<file path="config.mk">
export PLATFORM = sky130hd
export DESIGN_NAME = acdpc_ctrl
export DESIGN_NICKNAME = d
export VERILOG_FILES = /design/src/rtl/acdpc_pkg.sv /design/src/rtl/acdpc_ctrl.sv /design/src/rtl/acdpc_divider.sv
export SDC_FILE = /design/constraint.sdc
export NUM_CORES = 1
export LEC_CHECK = 0
export BUFFER_PORTS_ARGS = -buffer_cell sky130_fd_sc_hd__buf_2
export CAP_MARGIN = 10
export CORE_MARGIN = 2
export CORE_UTILIZATION = 44
export DETAILED_ROUTE_END_ITERATION = 12
export GPL_ROUTABILITY_DRIVEN = 0
export PLACE_DENSITY = 0.59
export SYNTH_ARGS = -nofsm -noshare
export SYNTH_HDL_FRONTEND = slang
export SYNTH_HIERARCHICAL = 1
export SYNTH_SLANG_ARGS = --single-unit
export TNS_END_PERCENT = 30
</file>
<file path="constraint.sdc">
create_clock -name CLK_IN -period 3.16 [get_ports CLK_IN]
set_input_delay 0.158 -clock CLK_IN [delete_from_list [all_inputs] [get_ports CLK_IN]]
set_output_delay 0.158 -clock CLK_IN [all_outputs]
set_load 0.01 [all_outputs]
</file>
<file path="src/rtl/acdpc_pkg.sv">
`default_nettype none

package acdpc_pkg;

  // ----------------------------------------------------------------
  // register map
  // ----------------------------------------------------------------
  localparam int          ADDR_W          = 12;
  localparam int          DATA_W          = 8;
  localparam logic [11:0] ADDR_POWER_MODE = 12'h100;
  localparam logic [11:0] ADDR_DIV_SYNC   = 12'h109;
  localparam logic [11:0] ADDR_CLK_DIV    = 12'h10b;

  localparam logic [7:0]  POWER_MODE_RST  = 8'h00;
  localparam logic [7:0]  DIV_SYNC_RST    = 8'h00;
  localparam logic [7:0]  CLK_DIV_RST     = 8'h10;

  // power mode field, bits [2:0]
  localparam logic [2:0]  PM_NORMAL       = 3'h0;
  localparam logic [2:0]  PM_POWERDOWN_PIN         = 3'h1;
  localparam logic [2:0]  PM_STBY         = 3'h2;

  // divider sync register bits
  localparam int          SYNC_EN_BIT     = 0;
  localparam int          SYNC_ONCE_BIT   = 1;
  localparam int          SYNC_ARMED_BIT  = 3;
  localparam logic [7:0]  SYNC_WR_MASK    = 8'h03;

  // clock divide register: [2:0] ratio minus one, bit 4 stabiliser enable
  localparam int          DCS_EN_BIT      = 4;
  localparam logic [7:0]  CLK_DIV_WR_MASK = 8'h17;

  // ----------------------------------------------------------------
  // timing
  // ----------------------------------------------------------------
  localparam int          CLK_MHZ         = 125;
  localparam int          CLK_PERIOD_NS   = 8;
  localparam int          DCS_MIN_MHZ     = 20;
  localparam int          RELOCK_MAX_NS   = 5000;
  localparam int          RELOCK_CYC      = (RELOCK_MAX_NS + CLK_PERIOD_NS - 1) / CLK_PERIOD_NS;
  localparam int          RELOCK_W        = 10;
  localparam int          PD_CNT_W        = 16;
  localparam int          WAKE_SHIFT      = 4;
  localparam int          STBY_SHIFT      = 2;

  typedef enum logic [1:0] {PS_ON, PS_POWERDOWN_PIN, PS_STBY, PS_WAKE} acdpc_pstate_t;

endpackage : acdpc_pkg

`default_nettype wire

</file>
<file path="src/rtl/acdpc_ctrl.sv">
`default_nettype none

module acdpc_ctrl (
  input  wire logic                          CLK_IN,
  input  wire logic                          SYS_RST_IN,
  input  wire logic                          SYNC_IN,
  input  wire logic                          POWERDOWN_PIN_IN,
  input  wire logic                          REF_SEL_HIGH_IN,
  input  wire logic                          REG_WR_IN,
  input  wire logic                          REG_RD_IN,
  input  wire logic [acdpc_pkg::ADDR_W-1:0]  REG_ADDR_IN,
  input  wire logic [acdpc_pkg::DATA_W-1:0]  REG_WDATA_IN,
  output logic      [acdpc_pkg::DATA_W-1:0]  REG_RDATA_OUT,
  output logic                               REG_RVALID_OUT,
  output logic                               SAMPLE_STB_OUT,
  output logic                               DIV_CLK_OUT,
  output logic                               OUT_DRV_EN_OUT,
  output logic                               REF_PWR_OUT,
  output logic                               BIAS_PWR_OUT,
  output logic                               CLK_PWR_OUT,
  output logic                               INT_REF_EN_OUT,
  output logic                               READY_OUT,
  output logic                               DUTY_STABILISER_LOCK_OUT
);
  import acdpc_pkg::*;

  typedef struct packed {
    logic [7:0]          pm;
    logic [7:0]          sync;
    logic                armed;
    logic [7:0]          cdiv;
    acdpc_pstate_t       ps;
    logic [PD_CNT_W-1:0] dur;
    logic [PD_CNT_W-1:0] wake;
    logic [RELOCK_W-1:0] relock;
    logic                sync_d;
    logic [7:0]          rdata;
    logic                rvalid;
    logic                drv_en;
    logic                ref_pwr;
    logic                bias_pwr;
    logic                clk_pwr;
    logic                int_ref;
    logic                ready;
    logic                dcs_lock;
  } acdpc_ctrl_t;

  acdpc_ctrl_t st_r;
  acdpc_ctrl_t st_nxt;

  logic sync_rise;
  logic sync_ok;
  logic wr_sync;
  logic wr_cdiv;
  logic pd_req;
  logic sb_req;
  logic dcs_act;

  // stabiliser loop only counts as running when the divided rate clears its floor
  function automatic logic dcs_rate_ok(input logic [2:0] m1);
    dcs_rate_ok = CLK_MHZ >= DCS_MIN_MHZ * (int'(m1) + 1);
  endfunction

  // ----------------------------------------------------------------
  // request decode
  // ----------------------------------------------------------------
  always_comb begin
    // pin is taken on its rising edge against the previous sample; an open pin rests low on its pull-down
    sync_rise = SYNC_IN & ~st_r.sync_d;
    sync_ok   = sync_rise & st_r.sync[SYNC_EN_BIT]
                & (~st_r.sync[SYNC_ONCE_BIT] | st_r.armed);
    wr_sync   = REG_WR_IN && REG_ADDR_IN == ADDR_DIV_SYNC;
    wr_cdiv   = REG_WR_IN && REG_ADDR_IN == ADDR_CLK_DIV;
    pd_req    = POWERDOWN_PIN_IN | (st_r.pm[2:0] == PM_POWERDOWN_PIN);
    sb_req    = st_r.pm[2:0] == PM_STBY;
    dcs_act   = st_r.cdiv[DCS_EN_BIT] & dcs_rate_ok(st_r.cdiv[2:0]);
  end

  // ----------------------------------------------------------------
  // registers and power sequencing
  // ----------------------------------------------------------------
  always_comb begin
    st_nxt        = st_r;
    st_nxt.rvalid = 1'b0;
    st_nxt.sync_d = SYNC_IN;

    if (REG_WR_IN) begin
      case (REG_ADDR_IN)
        ADDR_POWER_MODE: st_nxt.pm   = REG_WDATA_IN;
        ADDR_DIV_SYNC:   st_nxt.sync = REG_WDATA_IN & SYNC_WR_MASK;
        ADDR_CLK_DIV:    st_nxt.cdiv = REG_WDATA_IN & CLK_DIV_WR_MASK;
        default:         st_nxt.pm   = st_r.pm;
      endcase
    end

    // a write in the same cycle as a consumed pulse leaves it armed
    if (sync_ok) begin
      st_nxt.armed = 1'b0;
    end
    if (wr_sync) begin
      st_nxt.armed = 1'b1;
    end

    if (REG_RD_IN) begin
      st_nxt.rvalid = 1'b1;
      case (REG_ADDR_IN)
        ADDR_POWER_MODE: st_nxt.rdata = st_r.pm;
        ADDR_DIV_SYNC:   st_nxt.rdata = st_r.sync | ({7'h00, st_r.armed} << SYNC_ARMED_BIT);
        ADDR_CLK_DIV:    st_nxt.rdata = st_r.cdiv;
        default:         st_nxt.rdata = 8'h00;
      endcase
    end

    case (st_r.ps)
      PS_ON: begin
        st_nxt.dur = '0;
        if (pd_req) begin
          st_nxt.ps = PS_POWERDOWN_PIN;
        end else if (sb_req) begin
          st_nxt.ps = PS_STBY;
        end
      end
      PS_POWERDOWN_PIN, PS_STBY: begin
        if (st_r.dur != '1) begin
          st_nxt.dur = st_r.dur + 1'b1;
        end
        if (pd_req) begin
          st_nxt.ps = PS_POWERDOWN_PIN;
        end else if (sb_req) begin
          st_nxt.ps = PS_STBY;
        end else begin
          // recharge time scales with time spent down; standby keeps the
          // reference up so it recovers a fixed factor faster
          st_nxt.ps   = PS_WAKE;
          st_nxt.wake = (st_r.ps == PS_POWERDOWN_PIN) ? (st_r.dur >> WAKE_SHIFT)
                                             : (st_r.dur >> (WAKE_SHIFT + STBY_SHIFT));
        end
      end
      PS_WAKE: begin
        if (pd_req) begin
          st_nxt.ps = PS_POWERDOWN_PIN;
        end else if (sb_req) begin
          st_nxt.ps = PS_STBY;
        end else if (st_r.wake == '0) begin
          st_nxt.ps = PS_ON;
        end else begin
          st_nxt.wake = st_r.wake - 1'b1;
        end
      end
      default: st_nxt.ps = PS_POWERDOWN_PIN;
    endcase

    st_nxt.drv_en   = st_nxt.ps != PS_POWERDOWN_PIN;
    st_nxt.ref_pwr  = st_nxt.ps != PS_POWERDOWN_PIN;
    st_nxt.bias_pwr = st_nxt.ps != PS_POWERDOWN_PIN && st_nxt.ps != PS_STBY;
    st_nxt.clk_pwr  = st_nxt.ps == PS_ON || st_nxt.ps == PS_WAKE;
    st_nxt.ready    = st_nxt.ps == PS_ON;
    st_nxt.int_ref  = st_nxt.ref_pwr & ~REF_SEL_HIGH_IN;

    // any change of divided rate forces the loop to relock
    if (wr_cdiv || st_r.ps == PS_WAKE || !dcs_act) begin
      st_nxt.relock = RELOCK_W'(RELOCK_CYC);
    end else if (st_r.relock != '0) begin
      st_nxt.relock = st_r.relock - 1'b1;
    end
    st_nxt.dcs_lock = dcs_act && st_nxt.relock == '0;
  end

  always_ff @(posedge CLK_IN or posedge SYS_RST_IN) begin
    if (SYS_RST_IN) begin
      st_r      <= '0;
      st_r.pm   <= POWER_MODE_RST;
      st_r.sync <= DIV_SYNC_RST;
      st_r.cdiv <= CLK_DIV_RST;
      st_r.ps   <= PS_ON;
    end else begin
      st_r <= st_nxt;
    end
  end

  // ----------------------------------------------------------------
  // divider and outputs
  // ----------------------------------------------------------------
  acdpc_divider u_div (
    .clk_in      (CLK_IN),
    .rst_in      (SYS_RST_IN),
    .run_in      (st_r.clk_pwr),
    .ratio_m1_in (st_r.cdiv[2:0]),
    .sync_in     (sync_ok),
    .dcs_en_in   (dcs_act),
    .tick_out    (SAMPLE_STB_OUT),
    .div_clk_out (DIV_CLK_OUT)
  );

  assign REG_RDATA_OUT            = st_r.rdata;
  assign REG_RVALID_OUT           = st_r.rvalid;
  assign OUT_DRV_EN_OUT           = st_r.drv_en;
  assign REF_PWR_OUT              = st_r.ref_pwr;
  assign BIAS_PWR_OUT             = st_r.bias_pwr;
  assign CLK_PWR_OUT              = st_r.clk_pwr;
  assign INT_REF_EN_OUT           = st_r.int_ref;
  assign READY_OUT                = st_r.ready;
  assign DUTY_STABILISER_LOCK_OUT = st_r.dcs_lock;

  // ----------------------------------------------------------------
  // checks
  // ----------------------------------------------------------------
  a_pin_pd_off: assert property (@(posedge CLK_IN) disable iff (SYS_RST_IN)
    POWERDOWN_PIN_IN |=> !OUT_DRV_EN_OUT && !CLK_PWR_OUT && !REF_PWR_OUT)
    else $error("power-down pin did not shut drivers, clock and reference");

  a_pd_drv_hiz: assert property (@(posedge CLK_IN) disable iff (SYS_RST_IN)
    st_r.ps == PS_POWERDOWN_PIN |-> !OUT_DRV_EN_OUT && !BIAS_PWR_OUT)
    else $error("drivers enabled during power-down");

  a_stby_ref_on: assert property (@(posedge CLK_IN) disable iff (SYS_RST_IN)
    st_r.ps == PS_STBY |-> REF_PWR_OUT && !CLK_PWR_OUT && !READY_OUT)
    else $error("standby lost reference or kept clock");

  a_pin_release: assert property (@(posedge CLK_IN) disable iff (SYS_RST_IN)
    st_r.ps == PS_POWERDOWN_PIN && !pd_req && !sb_req |=> st_r.ps == PS_WAKE ##1 CLK_PWR_OUT)
    else $error("pin release did not start wake-up");

  a_wake_scaled: assert property (@(posedge CLK_IN) disable iff (SYS_RST_IN)
    st_r.ps == PS_POWERDOWN_PIN && !pd_req && !sb_req
      |=> st_r.wake == ($past(st_r.dur) >> WAKE_SHIFT))
    else $error("wake time not scaled from power-down time");

  a_wake_done: assert property (@(posedge CLK_IN) disable iff (SYS_RST_IN)
    st_r.ps == PS_WAKE && st_r.wake == '0 && !pd_req && !sb_req |=> READY_OUT)
    else $error("wake-up did not finish on count");

  a_sync_once: assert property (@(posedge CLK_IN) disable iff (SYS_RST_IN)
    sync_ok && st_r.sync[SYNC_ONCE_BIT] && !wr_sync |=> !st_r.armed ##1 !sync_ok)
    else $error("one-shot sync accepted twice");

  a_int_ref_sel: assert property (@(posedge CLK_IN) disable iff (SYS_RST_IN)
    ##1 INT_REF_EN_OUT |-> !$past(REF_SEL_HIGH_IN) && REF_PWR_OUT)
    else $error("internal reference on with select pin high");

  a_read_answer: assert property (@(posedge CLK_IN) disable iff (SYS_RST_IN)
    REG_RD_IN && REG_ADDR_IN == ADDR_CLK_DIV && !REG_WR_IN
      |=> REG_RVALID_OUT && REG_RDATA_OUT == $past(st_r.cdiv))
    else $error("register read answered wrongly");

  a_dcs_floor: assert property (@(posedge CLK_IN) disable iff (SYS_RST_IN)
    st_r.cdiv[2:0] == 3'h7 |=> !DUTY_STABILISER_LOCK_OUT)
    else $error("stabiliser locked below its rate floor");

endmodule : acdpc_ctrl

`default_nettype wire

</file>
<file path="src/rtl/acdpc_divider.sv">
`default_nettype none

module acdpc_divider (
  input  wire logic       clk_in,
  input  wire logic       rst_in,
  input  wire logic       run_in,
  input  wire logic [2:0] ratio_m1_in,
  input  wire logic       sync_in,
  input  wire logic       dcs_en_in,
  output logic            tick_out,
  output logic            div_clk_out
);
  import acdpc_pkg::*;

  typedef struct packed {
    logic [2:0] cnt;
    logic       tick;
    logic       dclk;
  } acdpc_div_t;

  acdpc_div_t st_r;
  acdpc_div_t st_nxt;

  function automatic logic [3:0] high_len(input logic [2:0] m1);
    high_len = ({1'b0, m1} + 4'h2) >> 1;
  endfunction

  // ----------------------------------------------------------------
  // divider
  // ----------------------------------------------------------------
  always_comb begin
    st_nxt      = st_r;
    st_nxt.tick = 1'b0;
    if (!run_in) begin
      st_nxt.cnt  = 3'h0;
      st_nxt.dclk = 1'b0;
    end else begin
      // ratio may shrink mid-period, so wrap on >= not ==
      if (sync_in || st_r.cnt >= ratio_m1_in) begin
        st_nxt.cnt = 3'h0;
      end else begin
        st_nxt.cnt = st_r.cnt + 3'h1;
      end
      st_nxt.tick = (st_nxt.cnt == 3'h0);
      // without the stabiliser the high time is just the raw one-cycle edge
      st_nxt.dclk = dcs_en_in ? ({1'b0, st_nxt.cnt} < high_len(ratio_m1_in))
                              : st_nxt.tick;
    end
  end

  always_ff @(posedge clk_in or posedge rst_in) begin
    if (rst_in) begin
      st_r <= '0;
    end else begin
      st_r <= st_nxt;
    end
  end

  assign tick_out    = st_r.tick;
  assign div_clk_out = st_r.dclk;

  a_sync_realign: assert property (@(posedge clk_in) disable iff (rst_in)
    run_in && sync_in |=> st_r.cnt == 3'h0 && tick_out)
    else $error("sync did not return divider to its initial state");

  a_cnt_bound: assert property (@(posedge clk_in) disable iff (rst_in)
    run_in && $stable(ratio_m1_in) && st_r.cnt <= ratio_m1_in |=> st_r.cnt <= ratio_m1_in)
    else $error("divider count beyond selected ratio");

endmodule : acdpc_divider

`default_nettype wire

</file>
==> results.txt <==
In the final routed layout, each cell accounts on average for 15.3 um. The tools report the count of boundary I/O pins as 45. The library cell used most frequently in the layout, excluding fill and tap cells, is sky130_fd_sc_hd__dfrtp_1. The post-placement worst setup slack is 0.265 ns. The number of antenna violations at the first check in global routing is 0. Critical path capture point type: a flip-flop. The synthesis-to-finish area growth came out at 11.8%. For this design the ratio of total power to cell area is 620 nW/um^2. The total overflow left after global routing is 0.

The slew at the pin closest to its max-slew limit works out to 0.831 ns. TritonCTS created 9 clock buffers. The smallest clock period supported by the final layout is computed as 2.89 ns.

The tools report the cell at the root of the clock tree as sky130_fd_sc_hd__clkbuf_8. Setup repair after global routing left no endpoint under its margin. Entering global routing, the biggest net connects 43 pins.

Summed over all cells, the static leakage comes to 0.00218 uW. The switching share of power is 0.393, and the register-to-register path setup slack is 0.27 ns. The number of hold violations in the final report came out at 0. The tool flagged a number of max-cap violations equal to 0. The relative slew slack came out at 0.444. The cell family contributing the most delay on the critical path is simple AND/OR/NAND/NOR gates. The top fanout value on the critical path works out to 7. The count of port buffers added during placement came out at 44. The endpoint of the most critical register-to-register path was DUTY_STABILISER_LOCK_OUT$_DFF_PP0_. For the number of cell rows, the log shows 37. The buffer and inverter count on the worst path came out at 0. The run gives 66 as the count of distinct cell types in the synthesized netlist. TritonCTS built the clock tree. The synthesized design contains 0 enable-type register cells. The internal power consumption was 1920 uW. The mean instance size in the synthesized netlist came out at 9.54 sq um. The most repeated library cell on the critical path was sky130_fd_sc_hd__ha_1. The signal on the critical path passes through ha_1, ha_1, ha_1, and4b_1, or4b_4, or3_1, a211o_2, nor4_2. The sink count of the clock tree came out at 79.

The proportion of layout cells with a drive suffix above 1 is 0.208, and the total count of max-transition violations in the final report is 0. The flow ran to the end, and the final reports show no timing, DRC or antenna violations. The global-route usage over all layers is 0.194.

Clock-pin slew was measured on the worst setup and hold paths at 0.09 ns. The number of hold buffers added after CTS was 3. The endpoint of the worst hold-timing path was st_r[84]$_DFFE_PP0P_. The run gives 0 as the buffers inserted during post-CTS setup optimization.

The post-cts resize count was 0; the share of synthesized registers carrying an async set or reset was 1.00. The most used flip-flop cell after synthesis is sky130_fd_sc_hd__dfrtp_1. Derived from the worst setup path, the maximum achievable clock frequency is 346 MHz. After filler insertion, the fill cell instance count of the layout stands at 1012. For the final routed database, the setup TNS stands at 0 ns.

Data arrives at the worst endpoint at 3.16 ns. Setup violations remaining at the end of the flow were counted as 0. Once placement finished, the instance area stood at 4910 sq um. For the worst-skew pair, the clock arrives at the later sink with an insertion delay of 0.36 ns. The worst register-to-register path has a depth of 8. The synthesized netlist occupies a cell area of 4570 sq um. The category of the most critical setup path is flip-flop to flip-flop.

Leaving out fill and tap cells, the most frequent cells in the layout are sky130_fd_sc_hd__dfrtp_1 (78), sky130_fd_sc_hd__nor2_1 (49), sky130_fd_sc_hd__buf_2 (44). By area the synthesized netlist is led by sky130_fd_sc_hd__dfrtp_1 (43%), sky130_fd_sc_hd__ha_1 (4.9%), sky130_fd_sc_hd__mux2_2 (4.7%), sky130_fd_sc_hd__nor2_1 (4.0%), sky130_fd_sc_hd__o21ai_0 (2.5%). The run gives 524 as the number of nets in the synthesized netlist. The tools report the clock network fraction of total power as 0.213.

After synthesis the netlist holds a flip-flop and latch count of 79. The detailed router placed 3705 vias in this run. The final layout contains 565 nets. The core area is 10200 sq um, and the CTS H-tree depth is 3. Once detail routing completed, the nets flagged for antenna violations numbered 0.

In this run the critical register-to-register path is launched from st_r[62]$_DFFE_PP0P_. The number of cells traversed by the worst hold path was 2. The count of yosys warnings during synthesis is 6.

The die height came out at 106 um. The logs give 0.377 for the portion of total power attributed to combinational logic and 104 for the violation count after the first detailed-routing iteration. The tools report the die area as 11200 sq um. The first global-routing pass estimated 17400 um of wire.

The slowest stage of the critical path is the sky130_fd_sc_hd__or4b_4 cell. The number of antenna diodes in the final layout is 0. After detailed routing, the number of vias per cell comes to 5.61.

Synthesis handed over a netlist of 479 instances. The share of synthesized area occupied by flip-flops and latches came out at 0.433. In this design, the stage delay of the slowest critical-path cell is 0.49 ns.

For this design the total switching power over the nets is 1240 uW. At the worst endpoint, the required time is 3.43 ns. The tools report the residual DRC count as 0. The period utilization came out at 0.916.

STA classifies the critical path startpoint as a flip-flop. The total length of routed wires is 10100 um, and the relative contribution of sequential cells to total power is 0.409. Before antenna repair, the detailed router went through 4 iterations.

The critical hold path startpoint is REG_WDATA_IN[6]. The tools report the worst setup slack after layout as 0.267 ns. The share of the synthesized area in the top cell type is 0.427.

The worst clock skew on the final layout came out at 0.0110 ns. VDD sags by at most 0.000262 V. The number of global-route vias before repair was 3685. The starting density of the core was 0.449; the maximum count of clock buffers along a single path was 2. The finished cells cover 5100 sq um. The classification of the worst-slack hold path is primary input to flip-flop. The floorplan die width is 106 um. Cell accounting for the most synthesized area: sky130_fd_sc_hd__dfrtp_1. After legalization and detailed placement, the total HPWL measured 7310 um.
## power groups by stage
stage | logic, uW | clock network, uW | registers (uW)
after floorplan | 843 | 0 | 1300
after global placement | 1170 | 0 | 1310
after detailed placement | 1190 | 0 | 1310
after CTS | 1200 | 703 | 1290
after global routing | 1350 | 735 | 1320
final | 1190 | 675 | 1300
## worst max path at each step
stage / start / end / cells past startpoint
2_1_floorplan: st_r[61]$_DFFE_PP0P_ / DUTY_STABILISER_LOCK_OUT$_DFF_PP0_ / 9
3_3_place_gp: st_r[62]$_DFFE_PP0P_ / DUTY_STABILISER_LOCK_OUT$_DFF_PP0_ / 8
3_5_place_dp: st_r[62]$_DFFE_PP0P_ / DUTY_STABILISER_LOCK_OUT$_DFF_PP0_ / 8
4_1_cts: st_r[62]$_DFFE_PP0P_ / DUTY_STABILISER_LOCK_OUT$_DFF_PP0_ / 8
5_1_grt: st_r[62]$_DFFE_PP0P_ / DUTY_STABILISER_LOCK_OUT$_DFF_PP0_ / 8
6_report: st_r[62]$_DFFE_PP0P_ / DUTY_STABILISER_LOCK_OUT$_DFF_PP0_ / 8
## per-stage QoR
stage | utilization | hold WS [ns] | power, uW | std cells
detailed placement | 0.482 | 0.0818 | 2510 | 642
finish | 0.501 | 0.0225 | 3170 | 661
global route | 0.501 | 0.0132 | 3400 | 661
CTS | 0.501 | 0.000951 | 3200 | 661
global placement | 0.482 | 0.0697 | 2470 | 642
floorplan | - | -0.0635 | 2140 | 479
## metal layers
| layer | global-route usage | up-vias | share of wire |
|---|---|---|---|
| met4 | 0.0630 | 0 | 0.013 |
| met1 | 0.255 | 1794 | 0.48 |
| met3 | 0.0423 | 11 | 0.033 |
| li1 | - | 1837 | - |
| met2 | 0.319 | 63 | 0.48 |
| met5 | 0 | - | 0 |
## synthesized netlist by cell type (4+ instances only)
cell type,n
sky130_fd_sc_hd__mux2i_1,4
sky130_fd_sc_hd__ha_1,18
sky130_fd_sc_hd__nand3_1,14
sky130_fd_sc_hd__mux2_2,19
sky130_fd_sc_hd__a211oi_1,7
sky130_fd_sc_hd__nand2_1,29
sky130_fd_sc_hd__clkbuf_1,16
sky130_fd_sc_hd__buf_4,10
sky130_fd_sc_hd__inv_1,28
sky130_fd_sc_hd__a22oi_1,4
sky130_fd_sc_hd__o21ai_0,23
sky130_fd_sc_hd__nor4_1,10
sky130_fd_sc_hd__nand4_1,6
sky130_fd_sc_hd__or3_1,6
sky130_fd_sc_hd__or4_1,8
sky130_fd_sc_hd__nor2_1,49
sky130_fd_sc_hd__nor3_1,17
sky130_fd_sc_hd__nor2b_1,6
sky130_fd_sc_hd__o22ai_1,5
sky130_fd_sc_hd__dfrtp_1,78
sky130_fd_sc_hd__a31oi_1,8
sky130_fd_sc_hd__xnor2_1,12
sky130_fd_sc_hd__a21oi_1,22
sky130_fd_sc_hd__a2bb2oi_1,4
## logic make-up after synthesis
| group | Yosys count | share of synthesized area |
|---|---|---|
| buffers and inverters | 56 | 0.0548 |
| and+or+nand+nor | 173 | 0.200 |
| adders and majority gates | 18 | 0.0493 |
| muxes | 23 | 0.0556 |
| AOI/OAI and AO/OA | 114 | 0.174 |
| DFF | 79 | 0.433 |
| xor gates and xnor gates | 16 | 0.0323 |
## flip-flops by register name, summed over array words and instances (netlist names)
signal	flops
REG_RDATA_OUT	8
st_r	60
BIAS_PWR_OUT	1
u_div/div_clk_out	1
REG_RVALID_OUT	1
INT_REF_EN_OUT	1
u_div/tick_out	1
u_div/st_r	3
DUTY_STABILISER_LOCK_OUT	1
REF_PWR_OUT	1
READY_OUT	1
## cell type report
| class | instances | area [sq um] | share of cell area |
|---|---|---|---|
| inverter | 28 | 105 | 0.0206 |
| clock inverter | 5 | 35.0 | 0.00686 |
| tap | 136 | 170 | 0.0333 |
| timing repair buffer | 58 | 345 | 0.0676 |
| clock buffer | 11 | 131 | 0.0257 |
| sequential | 79 | 1980 | 0.388 |
| multi-input combinational | 344 | 2340 | 0.458 |
(Power assumes the default switching activity.)
